--- config.mk ---
export PLATFORM = sky130hd
export DESIGN_NAME = tsh_host
export DESIGN_NICKNAME = d
export VERILOG_FILES = /design/src/hw/tsh_pkg.sv /design/src/hw/tsh_if.sv /design/src/hw/tsh_sync.sv /design/src/hw/tsh_sclgen.sv /design/src/hw/tsh_host.sv
export VERILOG_INCLUDE_DIRS = /design/src /design/src/hw
export SDC_FILE = /design/constraint.sdc
export NUM_CORES = 1
export LEC_CHECK = 0
export BUFFER_PORTS_ARGS = -buffer_cell sky130_fd_sc_hd__buf_2
export CORE_ASPECT_RATIO = 0.9
export CORE_MARGIN = 4
export CORE_UTILIZATION = 56
export DETAILED_ROUTE_END_ITERATION = 8
export PLACE_DENSITY = 0.78
export SYNTH_ARGS = -nofsm -noshare
export SYNTH_HDL_FRONTEND = slang
export SYNTH_SLANG_ARGS = --single-unit
--- constraint.sdc ---
create_clock -name i_ref_clk -period 2 [get_ports i_ref_clk]
set_input_delay 0.4 -clock i_ref_clk [delete_from_list [all_inputs] [get_ports i_ref_clk]]
set_output_delay 0.4 -clock i_ref_clk [all_outputs]
set_load 0.01 [all_outputs]
--- src/hw/tsh_map.svh ---
// Constants for the temperature sensor bus host: timing, addresses, filter
`ifndef TSH_MAP_SVH
`define TSH_MAP_SVH

// System clock period and the quarter of one SCL period, both in ns
`define TSH_CLK_NS        8
`define TSH_SCL_QTR_NS    625
// Least time, so rounded up to whole cycles
`define TSH_SCL_QTR_CYC   ((`TSH_SCL_QTR_NS + `TSH_CLK_NS - 1) / `TSH_CLK_NS)

// Upper four address bits per function
`define TSH_TYPE_TEMP     4'h9
`define TSH_TYPE_EEPROM   4'ha
// SMBus alert response address, 7 bits
`define TSH_ARA_ADDR      7'h0c

// Byte and phase framing
`define TSH_LAST_BIT      3'h7
`define TSH_LAST_PH       2'h3
// Consecutive equal samples needed before a filtered input moves
`define TSH_FILT_LEN      3

`endif

--- src/hw/tsh_pkg.sv ---
// Types of the temperature sensor bus host
package tsh_pkg;

    typedef enum logic [1:0] {
        TSH_CMD_ADDR = 2'h0,
        TSH_CMD_ARA  = 2'h1,
        TSH_CMD_WR   = 2'h2,
        TSH_CMD_RD   = 2'h3
    } tsh_cmd_t;

    typedef enum logic [2:0] {
        TSH_ST_IDLE  = 3'h0,
        TSH_ST_WAIT  = 3'h1,
        TSH_ST_START = 3'h2,
        TSH_ST_BIT   = 3'h3,
        TSH_ST_ACK   = 3'h4,
        TSH_ST_STOP  = 3'h5,
        TSH_ST_DONE  = 3'h6
    } tsh_state_t;

endpackage

--- src/hw/tsh_if.sv ---
// Carrier between the bus host and its tick generator and input filter
`timescale 1ns/1ps
`default_nettype none

interface tsh_if;
    logic       tick;
    logic [2:0] raw;
    logic [2:0] clean;

    modport gen (output tick);
    modport syn (input raw, output clean);
    modport use_side (input tick, input clean, output raw);
endinterface

`default_nettype wire

--- src/hw/tsh_sync.sv ---
// Two-flop synchroniser and spike filter for SCL, SDA and alarm pins
`timescale 1ns/1ps
`default_nettype none
`include "tsh_map.svh"

module tsh_sync (
    input  wire logic i_ref_clk,
    input  wire logic i_rst_n,
    tsh_if.syn        bus
);
    logic [2:0] meta;
    logic [2:0] sync;
    logic [2:0] hist [`TSH_FILT_LEN];

    always_ff @(posedge i_ref_clk or negedge i_rst_n) begin
        if (!i_rst_n) begin
            meta <= 3'h7;
            sync <= 3'h7;
        end else begin
            meta <= bus.raw;
            sync <= meta;
        end
    end

    always_ff @(posedge i_ref_clk or negedge i_rst_n) begin
        if (!i_rst_n) begin
            for (int k = 0; k < `TSH_FILT_LEN; k++) begin
                hist[k] <= 3'h7;
            end
        end else begin
            hist[0] <= sync;
            for (int k = 1; k < `TSH_FILT_LEN; k++) begin
                hist[k] <= hist[k-1];
            end
        end
    end

    // A level moves only after it has stood for the whole history
    always_ff @(posedge i_ref_clk or negedge i_rst_n) begin
        if (!i_rst_n) begin
            bus.clean <= 3'h7;
        end else begin
            for (int b = 0; b < 3; b++) begin
                if (hist[0][b] == hist[1][b] && hist[1][b] == hist[2][b]) begin
                    bus.clean[b] <= hist[0][b];
                end
            end
        end
    end
endmodule

`default_nettype wire

--- src/hw/tsh_sclgen.sv ---
// Free-running quarter-period tick for SCL generation
`timescale 1ns/1ps
`default_nettype none
`include "tsh_map.svh"

module tsh_sclgen (
    input  wire logic i_ref_clk,
    input  wire logic i_rst_n,
    tsh_if.gen        bus
);
    localparam logic [6:0] QTR_LAST = 7'(`TSH_SCL_QTR_CYC - 1);

    logic [6:0] cnt;

    always_ff @(posedge i_ref_clk or negedge i_rst_n) begin
        if (!i_rst_n) begin
            cnt      <= 7'h00;
            bus.tick <= 1'b0;
        end else begin
            bus.tick <= (cnt == QTR_LAST);
            cnt      <= (cnt == QTR_LAST) ? 7'h00 : cnt + 7'h01;
        end
    end
endmodule

`default_nettype wire

--- src/hw/tsh_host.sv ---
// Bus host that drives the temperature sensor over SCL and SDA
`timescale 1ns/1ps
`default_nettype none
`include "tsh_map.svh"

// How it works
// - Host expects active-low alarms when several devices share the alert line.
// - Host can send the SMBus alert response address to find the alerting device.
// - Host is the only master; it starts and clocks every transfer.
// - Each byte goes most significant bit first, one bit per clock.
// - Each byte takes nine clocks, the ninth for acknowledge.
// - Host clocks each byte and its acknowledge with no gaps or spare clocks; SCL stays low between commands until a Stop, which leaves it released.
// - SDA changes only with SCL low, except for Start and Stop.
// - Any number of bytes between Start and Stop, chosen by the host.
// - Bus is idle only when SCL and SDA are both high.
// - A repeated Start may replace Stop and begins a new transfer.
// - Host releases SDA during the ninth clock after each written byte.
// - Host leaves SDA high on the last read byte to end the read.
// - Last address bit is one for read, zero for write.
module tsh_host (
    input  wire logic       i_ref_clk,
    input  wire logic       i_rst_n,
    input  wire logic       i_cmd_valid,
    input  wire logic [1:0] i_cmd_kind,
    input  wire logic       i_cmd_start,
    input  wire logic       i_cmd_stop,
    input  wire logic       i_cmd_rw,
    input  wire logic       i_cmd_last,
    input  wire logic       i_cmd_eeprom,
    input  wire logic [2:0] i_addr_select_pins,
    input  wire logic [7:0] i_wdata,
    input  wire logic       i_alarm_polarity,
    input  wire logic       i_scl,
    input  wire logic       i_sda,
    input  wire logic       i_alarm_n_pin,
    output logic            o_cmd_ready,
    output logic            o_done,
    output logic [7:0]      o_rdata,
    output logic            o_nack,
    output logic            o_bus_held,
    output logic            o_alarm,
    output logic            o_scl_o,
    output logic            o_scl_oe,
    output logic            o_sda_o,
    output logic            o_sda_oe
);
    localparam int SCL_LOW_MAX = 2 * `TSH_SCL_QTR_CYC + 2;

    tsh_if link ();

    tsh_sclgen u_gen (
        .i_ref_clk (i_ref_clk),
        .i_rst_n   (i_rst_n),
        .bus       (link)
    );

    tsh_sync u_sync (
        .i_ref_clk (i_ref_clk),
        .i_rst_n   (i_rst_n),
        .bus       (link)
    );

    assign link.raw = {i_alarm_n_pin, i_sda, i_scl};

    // Address byte: type nibble, pin bits, direction
    function automatic logic [7:0] addr_byte(input logic eeprom,
                                             input logic [2:0] pins,
                                             input logic rw);
        logic [3:0] kind;
        kind = eeprom ? `TSH_TYPE_EEPROM : `TSH_TYPE_TEMP;
        return {kind, pins, rw};
    endfunction

    tsh_pkg::tsh_state_t st;
    logic [1:0]          ph;
    logic [2:0]          bitcnt;
    logic [7:0]          shreg;
    logic                rd_q;
    logic                last_q;
    logic                stop_q;
    logic                scl_in;
    logic                sda_in;
    logic                bus_idle;
    logic                tick;

    assign scl_in   = link.clean[0];
    assign sda_in   = link.clean[1];
    assign tick     = link.tick;
    assign bus_idle = scl_in && sda_in;

    // Open-drain pins only ever pull low
    always_ff @(posedge i_ref_clk or negedge i_rst_n) begin
        if (!i_rst_n) begin
            o_scl_o <= 1'b0;
            o_sda_o <= 1'b0;
        end else begin
            o_scl_o <= 1'b0;
            o_sda_o <= 1'b0;
        end
    end

    // Phase within one SCL period advances on each quarter tick outside IDLE and WAIT, where it is held at zero
    always_ff @(posedge i_ref_clk or negedge i_rst_n) begin
        if (!i_rst_n) begin
            ph <= 2'h0;
        end else if (st == tsh_pkg::TSH_ST_IDLE || st == tsh_pkg::TSH_ST_WAIT) begin
            ph <= 2'h0;
        end else if (tick) begin
            ph <= ph + 2'h1;
        end
    end

    // Main sequencer
    always_ff @(posedge i_ref_clk or negedge i_rst_n) begin
        if (!i_rst_n) begin
            st <= tsh_pkg::TSH_ST_IDLE;
        end else begin
            unique case (st)
                tsh_pkg::TSH_ST_IDLE: begin
                    if (i_cmd_valid && o_cmd_ready) begin
                        if (!i_cmd_start) begin
                            st <= tsh_pkg::TSH_ST_BIT;
                        end else if (o_bus_held) begin
                            st <= tsh_pkg::TSH_ST_START;
                        end else begin
                            st <= tsh_pkg::TSH_ST_WAIT;
                        end
                    end
                end
                tsh_pkg::TSH_ST_WAIT: begin
                    // Only start on a bus nobody else holds
                    if (bus_idle && tick) begin
                        st <= tsh_pkg::TSH_ST_START;
                    end
                end
                tsh_pkg::TSH_ST_START: begin
                    if (tick && ph == `TSH_LAST_PH) begin
                        st <= tsh_pkg::TSH_ST_BIT;
                    end
                end
                tsh_pkg::TSH_ST_BIT: begin
                    if (tick && ph == `TSH_LAST_PH && bitcnt == `TSH_LAST_BIT) begin
                        st <= tsh_pkg::TSH_ST_ACK;
                    end
                end
                tsh_pkg::TSH_ST_ACK: begin
                    if (tick && ph == `TSH_LAST_PH) begin
                        st <= stop_q ? tsh_pkg::TSH_ST_STOP : tsh_pkg::TSH_ST_DONE;
                    end
                end
                tsh_pkg::TSH_ST_STOP: begin
                    if (tick && ph == `TSH_LAST_PH) begin
                        st <= tsh_pkg::TSH_ST_DONE;
                    end
                end
                tsh_pkg::TSH_ST_DONE: begin
                    st <= tsh_pkg::TSH_ST_IDLE;
                end
                default: begin
                    st <= tsh_pkg::TSH_ST_IDLE;
                end
            endcase
        end
    end

    // Command capture
    always_ff @(posedge i_ref_clk or negedge i_rst_n) begin
        if (!i_rst_n) begin
            rd_q   <= 1'b0;
            last_q <= 1'b0;
            stop_q <= 1'b0;
        end else if (st == tsh_pkg::TSH_ST_IDLE && i_cmd_valid && o_cmd_ready) begin
            rd_q   <= (i_cmd_kind == tsh_pkg::TSH_CMD_RD);
            last_q <= i_cmd_last;
            stop_q <= i_cmd_stop;
        end
    end

    always_ff @(posedge i_ref_clk or negedge i_rst_n) begin
        if (!i_rst_n) begin
            o_cmd_ready <= 1'b0;
        end else begin
            o_cmd_ready <= (st == tsh_pkg::TSH_ST_IDLE) && !(i_cmd_valid && o_cmd_ready);
        end
    end

    // Shift register: loaded per command, shifted after each sample
    always_ff @(posedge i_ref_clk or negedge i_rst_n) begin
        if (!i_rst_n) begin
            shreg <= 8'hff;
        end else if (st == tsh_pkg::TSH_ST_IDLE && i_cmd_valid && o_cmd_ready) begin
            unique case (tsh_pkg::tsh_cmd_t'(i_cmd_kind))
                tsh_pkg::TSH_CMD_ADDR: shreg <= addr_byte(i_cmd_eeprom, i_addr_select_pins,
                                                          i_cmd_rw);
                tsh_pkg::TSH_CMD_ARA:  shreg <= {`TSH_ARA_ADDR, 1'b1};
                tsh_pkg::TSH_CMD_WR:   shreg <= i_wdata;
                tsh_pkg::TSH_CMD_RD:   shreg <= 8'hff;
            endcase
        end else if (st == tsh_pkg::TSH_ST_BIT && tick && ph == 2'h2) begin
            shreg <= {shreg[6:0], sda_in};
        end
    end

    always_ff @(posedge i_ref_clk or negedge i_rst_n) begin
        if (!i_rst_n) begin
            bitcnt <= 3'h0;
        end else if (st != tsh_pkg::TSH_ST_BIT) begin
            bitcnt <= 3'h0;
        end else if (tick && ph == `TSH_LAST_PH) begin
            bitcnt <= bitcnt + 3'h1;
        end
    end

    // SCL: released in phase 1, pulled low in phase 3
    always_ff @(posedge i_ref_clk or negedge i_rst_n) begin
        if (!i_rst_n) begin
            o_scl_oe <= 1'b0;
        end else if (tick && st != tsh_pkg::TSH_ST_IDLE && st != tsh_pkg::TSH_ST_WAIT
                     && st != tsh_pkg::TSH_ST_DONE) begin
            if (ph == 2'h1) begin
                o_scl_oe <= 1'b0;
            end else if (ph == `TSH_LAST_PH && st != tsh_pkg::TSH_ST_STOP) begin
                o_scl_oe <= 1'b1;
            end
        end
    end

    // SDA: data changes in phase 0 with SCL low; Start and Stop use phase 2
    always_ff @(posedge i_ref_clk or negedge i_rst_n) begin
        if (!i_rst_n) begin
            o_sda_oe <= 1'b0;
        end else if (tick) begin
            unique case (st)
                tsh_pkg::TSH_ST_START: begin
                    if (ph == 2'h0) begin
                        o_sda_oe <= 1'b0;
                    end else if (ph == 2'h2) begin
                        o_sda_oe <= 1'b1;
                    end
                end
                tsh_pkg::TSH_ST_BIT: begin
                    if (ph == 2'h0) begin
                        o_sda_oe <= rd_q ? 1'b0 : !shreg[7];
                    end
                end
                tsh_pkg::TSH_ST_ACK: begin
                    if (ph == 2'h0) begin
                        // Reading: drive ACK unless this is the last byte
                        o_sda_oe <= rd_q && !last_q;
                    end
                end
                tsh_pkg::TSH_ST_STOP: begin
                    if (ph == 2'h0) begin
                        o_sda_oe <= 1'b1;
                    end else if (ph == 2'h2) begin
                        o_sda_oe <= 1'b0;
                    end
                end
                default: begin
                    o_sda_oe <= o_sda_oe;
                end
            endcase
        end
    end

    // Acknowledge seen from the device on written bytes
    always_ff @(posedge i_ref_clk or negedge i_rst_n) begin
        if (!i_rst_n) begin
            o_nack <= 1'b0;
        end else if (st == tsh_pkg::TSH_ST_ACK && tick && ph == 2'h2) begin
            o_nack <= rd_q ? 1'b0 : sda_in;
        end
    end

    always_ff @(posedge i_ref_clk or negedge i_rst_n) begin
        if (!i_rst_n) begin
            o_done  <= 1'b0;
            o_rdata <= 8'h00;
        end else begin
            o_done <= (st == tsh_pkg::TSH_ST_DONE);
            if (st == tsh_pkg::TSH_ST_DONE) begin
                o_rdata <= shreg;
            end
        end
    end

    // Bus ownership from Start until Stop completes
    always_ff @(posedge i_ref_clk or negedge i_rst_n) begin
        if (!i_rst_n) begin
            o_bus_held <= 1'b0;
        end else if (st == tsh_pkg::TSH_ST_START) begin
            o_bus_held <= 1'b1;
        end else if (st == tsh_pkg::TSH_ST_STOP && tick && ph == `TSH_LAST_PH) begin
            o_bus_held <= 1'b0;
        end
    end

    // Shared alert lines are wire-ANDed, so active low is the safe default
    always_ff @(posedge i_ref_clk or negedge i_rst_n) begin
        if (!i_rst_n) begin
            o_alarm <= 1'b0;
        end else begin
            o_alarm <= i_alarm_polarity ? link.clean[2] : !link.clean[2];
        end
    end

    // Helper: length of each SCL low stretch inside a byte
    logic [8:0] low_cnt;
    always_ff @(posedge i_ref_clk or negedge i_rst_n) begin
        if (!i_rst_n) begin
            low_cnt <= 9'h000;
        end else if (o_scl_oe && (st == tsh_pkg::TSH_ST_BIT || st == tsh_pkg::TSH_ST_ACK)) begin
            low_cnt <= low_cnt + 9'h001;
        end else begin
            low_cnt <= 9'h000;
        end
    end

    AST_SDA_ONLY_SCL_LOW: assert property (@(posedge i_ref_clk) disable iff (!i_rst_n)
        ($changed(o_sda_oe) && !o_scl_oe && !$past(o_scl_oe))
        |-> ($past(st) == tsh_pkg::TSH_ST_START || $past(st) == tsh_pkg::TSH_ST_STOP))
        else $error("SDA moved while SCL high outside Start or Stop");

    AST_DATA_AFTER_FALL: assert property (@(posedge i_ref_clk) disable iff (!i_rst_n)
        ($changed(o_sda_oe) && $past(st) == tsh_pkg::TSH_ST_BIT) |-> $past(o_scl_oe))
        else $error("Data bit changed while SCL released");

    AST_MSB_FIRST: assert property (@(posedge i_ref_clk) disable iff (!i_rst_n)
        (st == tsh_pkg::TSH_ST_BIT && !rd_q && ph == 2'h1 && bitcnt == 3'h0)
        |-> (o_sda_oe == !shreg[7]))
        else $error("First bit is not the top bit of the byte");

    AST_NINE_CLOCKS: assert property (@(posedge i_ref_clk) disable iff (!i_rst_n)
        $rose(st == tsh_pkg::TSH_ST_ACK) |-> ($past(bitcnt) == `TSH_LAST_BIT))
        else $error("Acknowledge clock not after eight data bits");

    AST_NO_GAPS: assert property (@(posedge i_ref_clk) disable iff (!i_rst_n)
        low_cnt <= 9'(SCL_LOW_MAX))
        else $error("SCL held low too long inside a byte");

    AST_IDLE_BEFORE_START: assert property (@(posedge i_ref_clk) disable iff (!i_rst_n)
        ($past(st) == tsh_pkg::TSH_ST_WAIT && st == tsh_pkg::TSH_ST_START) |-> $past(bus_idle))
        else $error("Start issued on a busy bus");

    AST_RELEASE_ON_ACK: assert property (@(posedge i_ref_clk) disable iff (!i_rst_n)
        (st == tsh_pkg::TSH_ST_ACK && !rd_q && ph != 2'h0) |-> !o_sda_oe)
        else $error("Host drove SDA in the acknowledge of a written byte");

    AST_NACK_LAST_READ: assert property (@(posedge i_ref_clk) disable iff (!i_rst_n)
        (st == tsh_pkg::TSH_ST_ACK && rd_q && last_q && !o_scl_oe) |-> !o_sda_oe)
        else $error("Host acknowledged the last read byte");

    AST_REPEATED_START: assert property (@(posedge i_ref_clk) disable iff (!i_rst_n)
        ($rose(st == tsh_pkg::TSH_ST_START) && $past(o_bus_held)) |-> o_scl_oe [*2])
        else $error("Repeated Start began with SCL released");

    AST_ALARM_POLARITY: assert property (@(posedge i_ref_clk) disable iff (!i_rst_n)
        ##1 (o_alarm == ($past(i_alarm_polarity) ? $past(link.clean[2]) : !$past(link.clean[2]))))
        else $error("Alarm level ignores polarity");

    COV_READ_DONE:  cover property (@(posedge i_ref_clk) disable iff (!i_rst_n)
        o_done && rd_q);
    COV_WRITE_NACK: cover property (@(posedge i_ref_clk) disable iff (!i_rst_n)
        o_done && !rd_q && o_nack);
    COV_REP_START:  cover property (@(posedge i_ref_clk) disable iff (!i_rst_n)
        $rose(st == tsh_pkg::TSH_ST_START) && o_bus_held);
    COV_STOP:       cover property (@(posedge i_ref_clk) disable iff (!i_rst_n)
        $fell(o_bus_held));
endmodule

`default_nettype wire

==> results.toml <==
[outcome]
status = "complete, no violations"

[place]
place_inst = 335
dp_worst_setup_slack_ns = 0.305
port_buffers = 39
gp_congestion = 0.828
hpwl_um = 3700

[layout]
stdcell_count = 351
area_delta_synth_final_pct = 17.3
num_antenna_cells = 0
final_common_cell = "buf_2"
layout_common_cells = "39 x buf_2, 34 x dfrtp_1, 26 x dfstp_2"
nets = 317
drive_gt1_share_pct = 32.2

[yosys]
netlist_area_um2 = 2740
yosysTopAreaCellShare_pct = 31.1
ys_seq_area_share_pct = 56.1
synth_cells = 237
synth_cell_types = 46
synth-main-ff-cell = "dfrtp_1"
synth_edf_count = 0
avgSynthCellArea_um2 = 11.5
netlist.top_cell.by_area = "dfrtp_1"
synth-async-reset-ratio_pct = 100
yosys-top-cells-area = "dfrtp_1 31%, dfstp_2 25%, mux2_1 5.8%"
synth_seq_cells = 60
yosysWarningCount = 0

[route]
wirelength_um = 5170
drt_iter0_markers = 118
via_per_inst = 5.39
vias = 1892
wire_per_inst_um = 14.7
wl_met2_um = 2580
top_layer = "met4"
dr_wl_met3_um = 307
drtPass1Iterations = 4
ant_nets = 0
drc_errors = 0
met1_length_um = 2220

[setup_path]
reg2regPathDepth = 6
r2r_setup_slack_ns = 0.31
critPathKind = "flip-flop to flip-flop"
startpoint = "ph[0]"
crit_required_ns = 2.27
crit_fanout = 9
crit_end = "shreg[5]"
timing.rr.start = "ph[0]"
rr_endpoint = "shreg[5]"
setup.worst_path.end_class = "flip-flop"
startpoint_type = "flip-flop"
arrival_ns = 1.96

[sta]
rsz0062_at_grt = "false"
tns_ns = 0
hold_ws_ns = 0.0292
skew_ns = 0.00675
worst_slew_pin_slew_ns = 0.503
timing.final.crit_share_pct = 84.6
slew_violations = 0
setup_viol = 0
final_hold_viol_count = 0
post-route-min-period_ns = 1.69
setup_ws_ns = 0.309
max_freq_ghz = 0.591
slew_headroom_pct = 66.5

[clock_network]
cts-root-buf = "clkbuf_8"
cts_buffer_depth = 2
clkSlewWorstSetupHoldPaths_ns = 0.06
postCtsSetupBuffers = 0
cts_tree = "yes"
cts_hold_buffers = 0
h-tree-depth = 3
clk_latency_ns = 0.33
cts_resized = 0
clock-sinks = 60
cts_buffers = 9

[power_and_ir_drop]
seq_power_share_pct = 52.0
report.power.total_uw = 2450
internal_power_uw = 1940
clock_power_share_pct = 44.4
powerDensity_nw_per_um2 = 765
leakagePower_uw = 0.00152
vdd_drop_max_mv = 0.760
switchingPower_uw = 514
pwr-share-comb_pct = 3.6
swShare_pct = 20.9

[die]
start_util_pct = 59.8
die_area_um2 = 6070
boundaryPins = 42
core_um2 = 4580
die_y_um = 74.3
fp.dieW_um = 81.7
row_count = 23

[global_route]
gr-usage-all-layers_pct = 19.9
grt_pass1_wl_um = 8830
grt_max_degree = 41
antenna_found_initial = 0
first_global_vias = 1875
overflow = 0

[worst_hold_path]
hold_class = "input pin to async pin"

[job]
cap_violations = 0
==> critical path: stages (launching register included) <==
cell and delay [ns]:
dfrtp_1 0.42, inv_1 0.10, ha_1 0.19, nand2_1 0.16, nor2_8 0.24, mux2_1 0.34
o21a_1 0.17
==> cells by family after synthesis <==
family,count (synthesis),share of synthesized area (%)
buffers and inverters,21,4.03
AND/OR/NAND/NOR,70,13.7
multiplexers,24,9.52
flip-flops,60,56.1
XOR/XNOR,8,2.56
other,1,0.137
AO/OA/AOI/OAI,45,10.3
adder cells (fa/ha/maj),8,3.66
==> final cells by class <==
cell class              instances  area (um2)
repair buffers                 46         260
flip-flops and latches         60        1530
inverters                      10        37.5
multi-input cells             157        1090
fillers                       321        1370
clock inverters                 3        45.0
well taps                      62        77.6
clock buffers                  13         159
==> synthesized netlist by cell type, types with 4 or more instances <==
cell / count
o21ai_0: 14
buf_2: 4
ha_1: 8
nand2_1: 15
nand2b_1: 7
nand3_1: 10
xor2_1: 4
a21oi_1: 10
mux2i_1: 8
xnor2_1: 4
mux2_1: 14
dfstp_2: 26
o21ai_1: 8
nor2_1: 15
nor3_1: 6
dfrtp_1: 34
inv_1: 10
nor2b_1: 4
==> worst min path at each step <==
stage	start	to	slack, ns	depth (start not counted)
after global placement	u_sync.sync[0]	u_sync.hist[6]	0.35	0
after global routing	i_rst_n	last_q	0.05	1
after floorplan	i_rst_n	bitcnt[0]	0.10	0
after detailed placement	u_sync.meta[2]	u_sync.sync[2]	0.35	0
after CTS	i_rst_n	o_bus_held	0.03	1
final	i_rst_n	o_bus_held	0.03	1
==> metal layers <==
metal,GRT usage (%),vias to the layer above
li1,-,919
met1,24.1,924
met2,32.6,41
met3,7.99,8
met5,0,-
met4,6.64,0
==> sequential cells by signal (all words and copies together), names as in the netlist <==
| signal | flops |
|---|---|
| rd_q | 1 |
| o_cmd_ready | 1 |
| ph | 2 |
| u_sync.sync | 3 |
| shreg | 8 |
| u_sync.hist | 9 |
| o_bus_held | 1 |
| u_gen.bus.tick | 1 |
| o_done | 1 |
| bitcnt | 3 |
| u_gen.cnt | 7 |
| last_q | 1 |
| st | 3 |
| u_sync.bus.clean | 3 |
| u_sync.meta | 3 |
| o_nack | 1 |
| o_sda_oe | 1 |
| stop_q | 1 |
| o_rdata | 8 |
| o_scl_oe | 1 |
| o_alarm | 1 |
==> power by group through the flow <==
| stage | Combinational (uW) | Clock [uW] | Sequential, uW |
|---|---|---|---|
| 2_1_floorplan | 31.0 | 0 | 1290 |
| 3_3_place_gp | 87.2 | 0 | 1290 |
| 3_5_place_dp | 91.0 | 0 | 1300 |
| 4_1_cts | 91.6 | 1120 | 1280 |
| 5_1_grt | 102 | 1180 | 1280 |
| 6_report | 88.8 | 1090 | 1280 |
==> per-stage QoR <==
stage	area, um2	utilization (%)
final	3210	70.1
after global routing	3210	70.1
after CTS	3210	70.1
after detailed placement	3000	65.7
after global placement	3000	65.7
after floorplan	2740	-
Note: power is estimated with default switching activity, not from simulation.
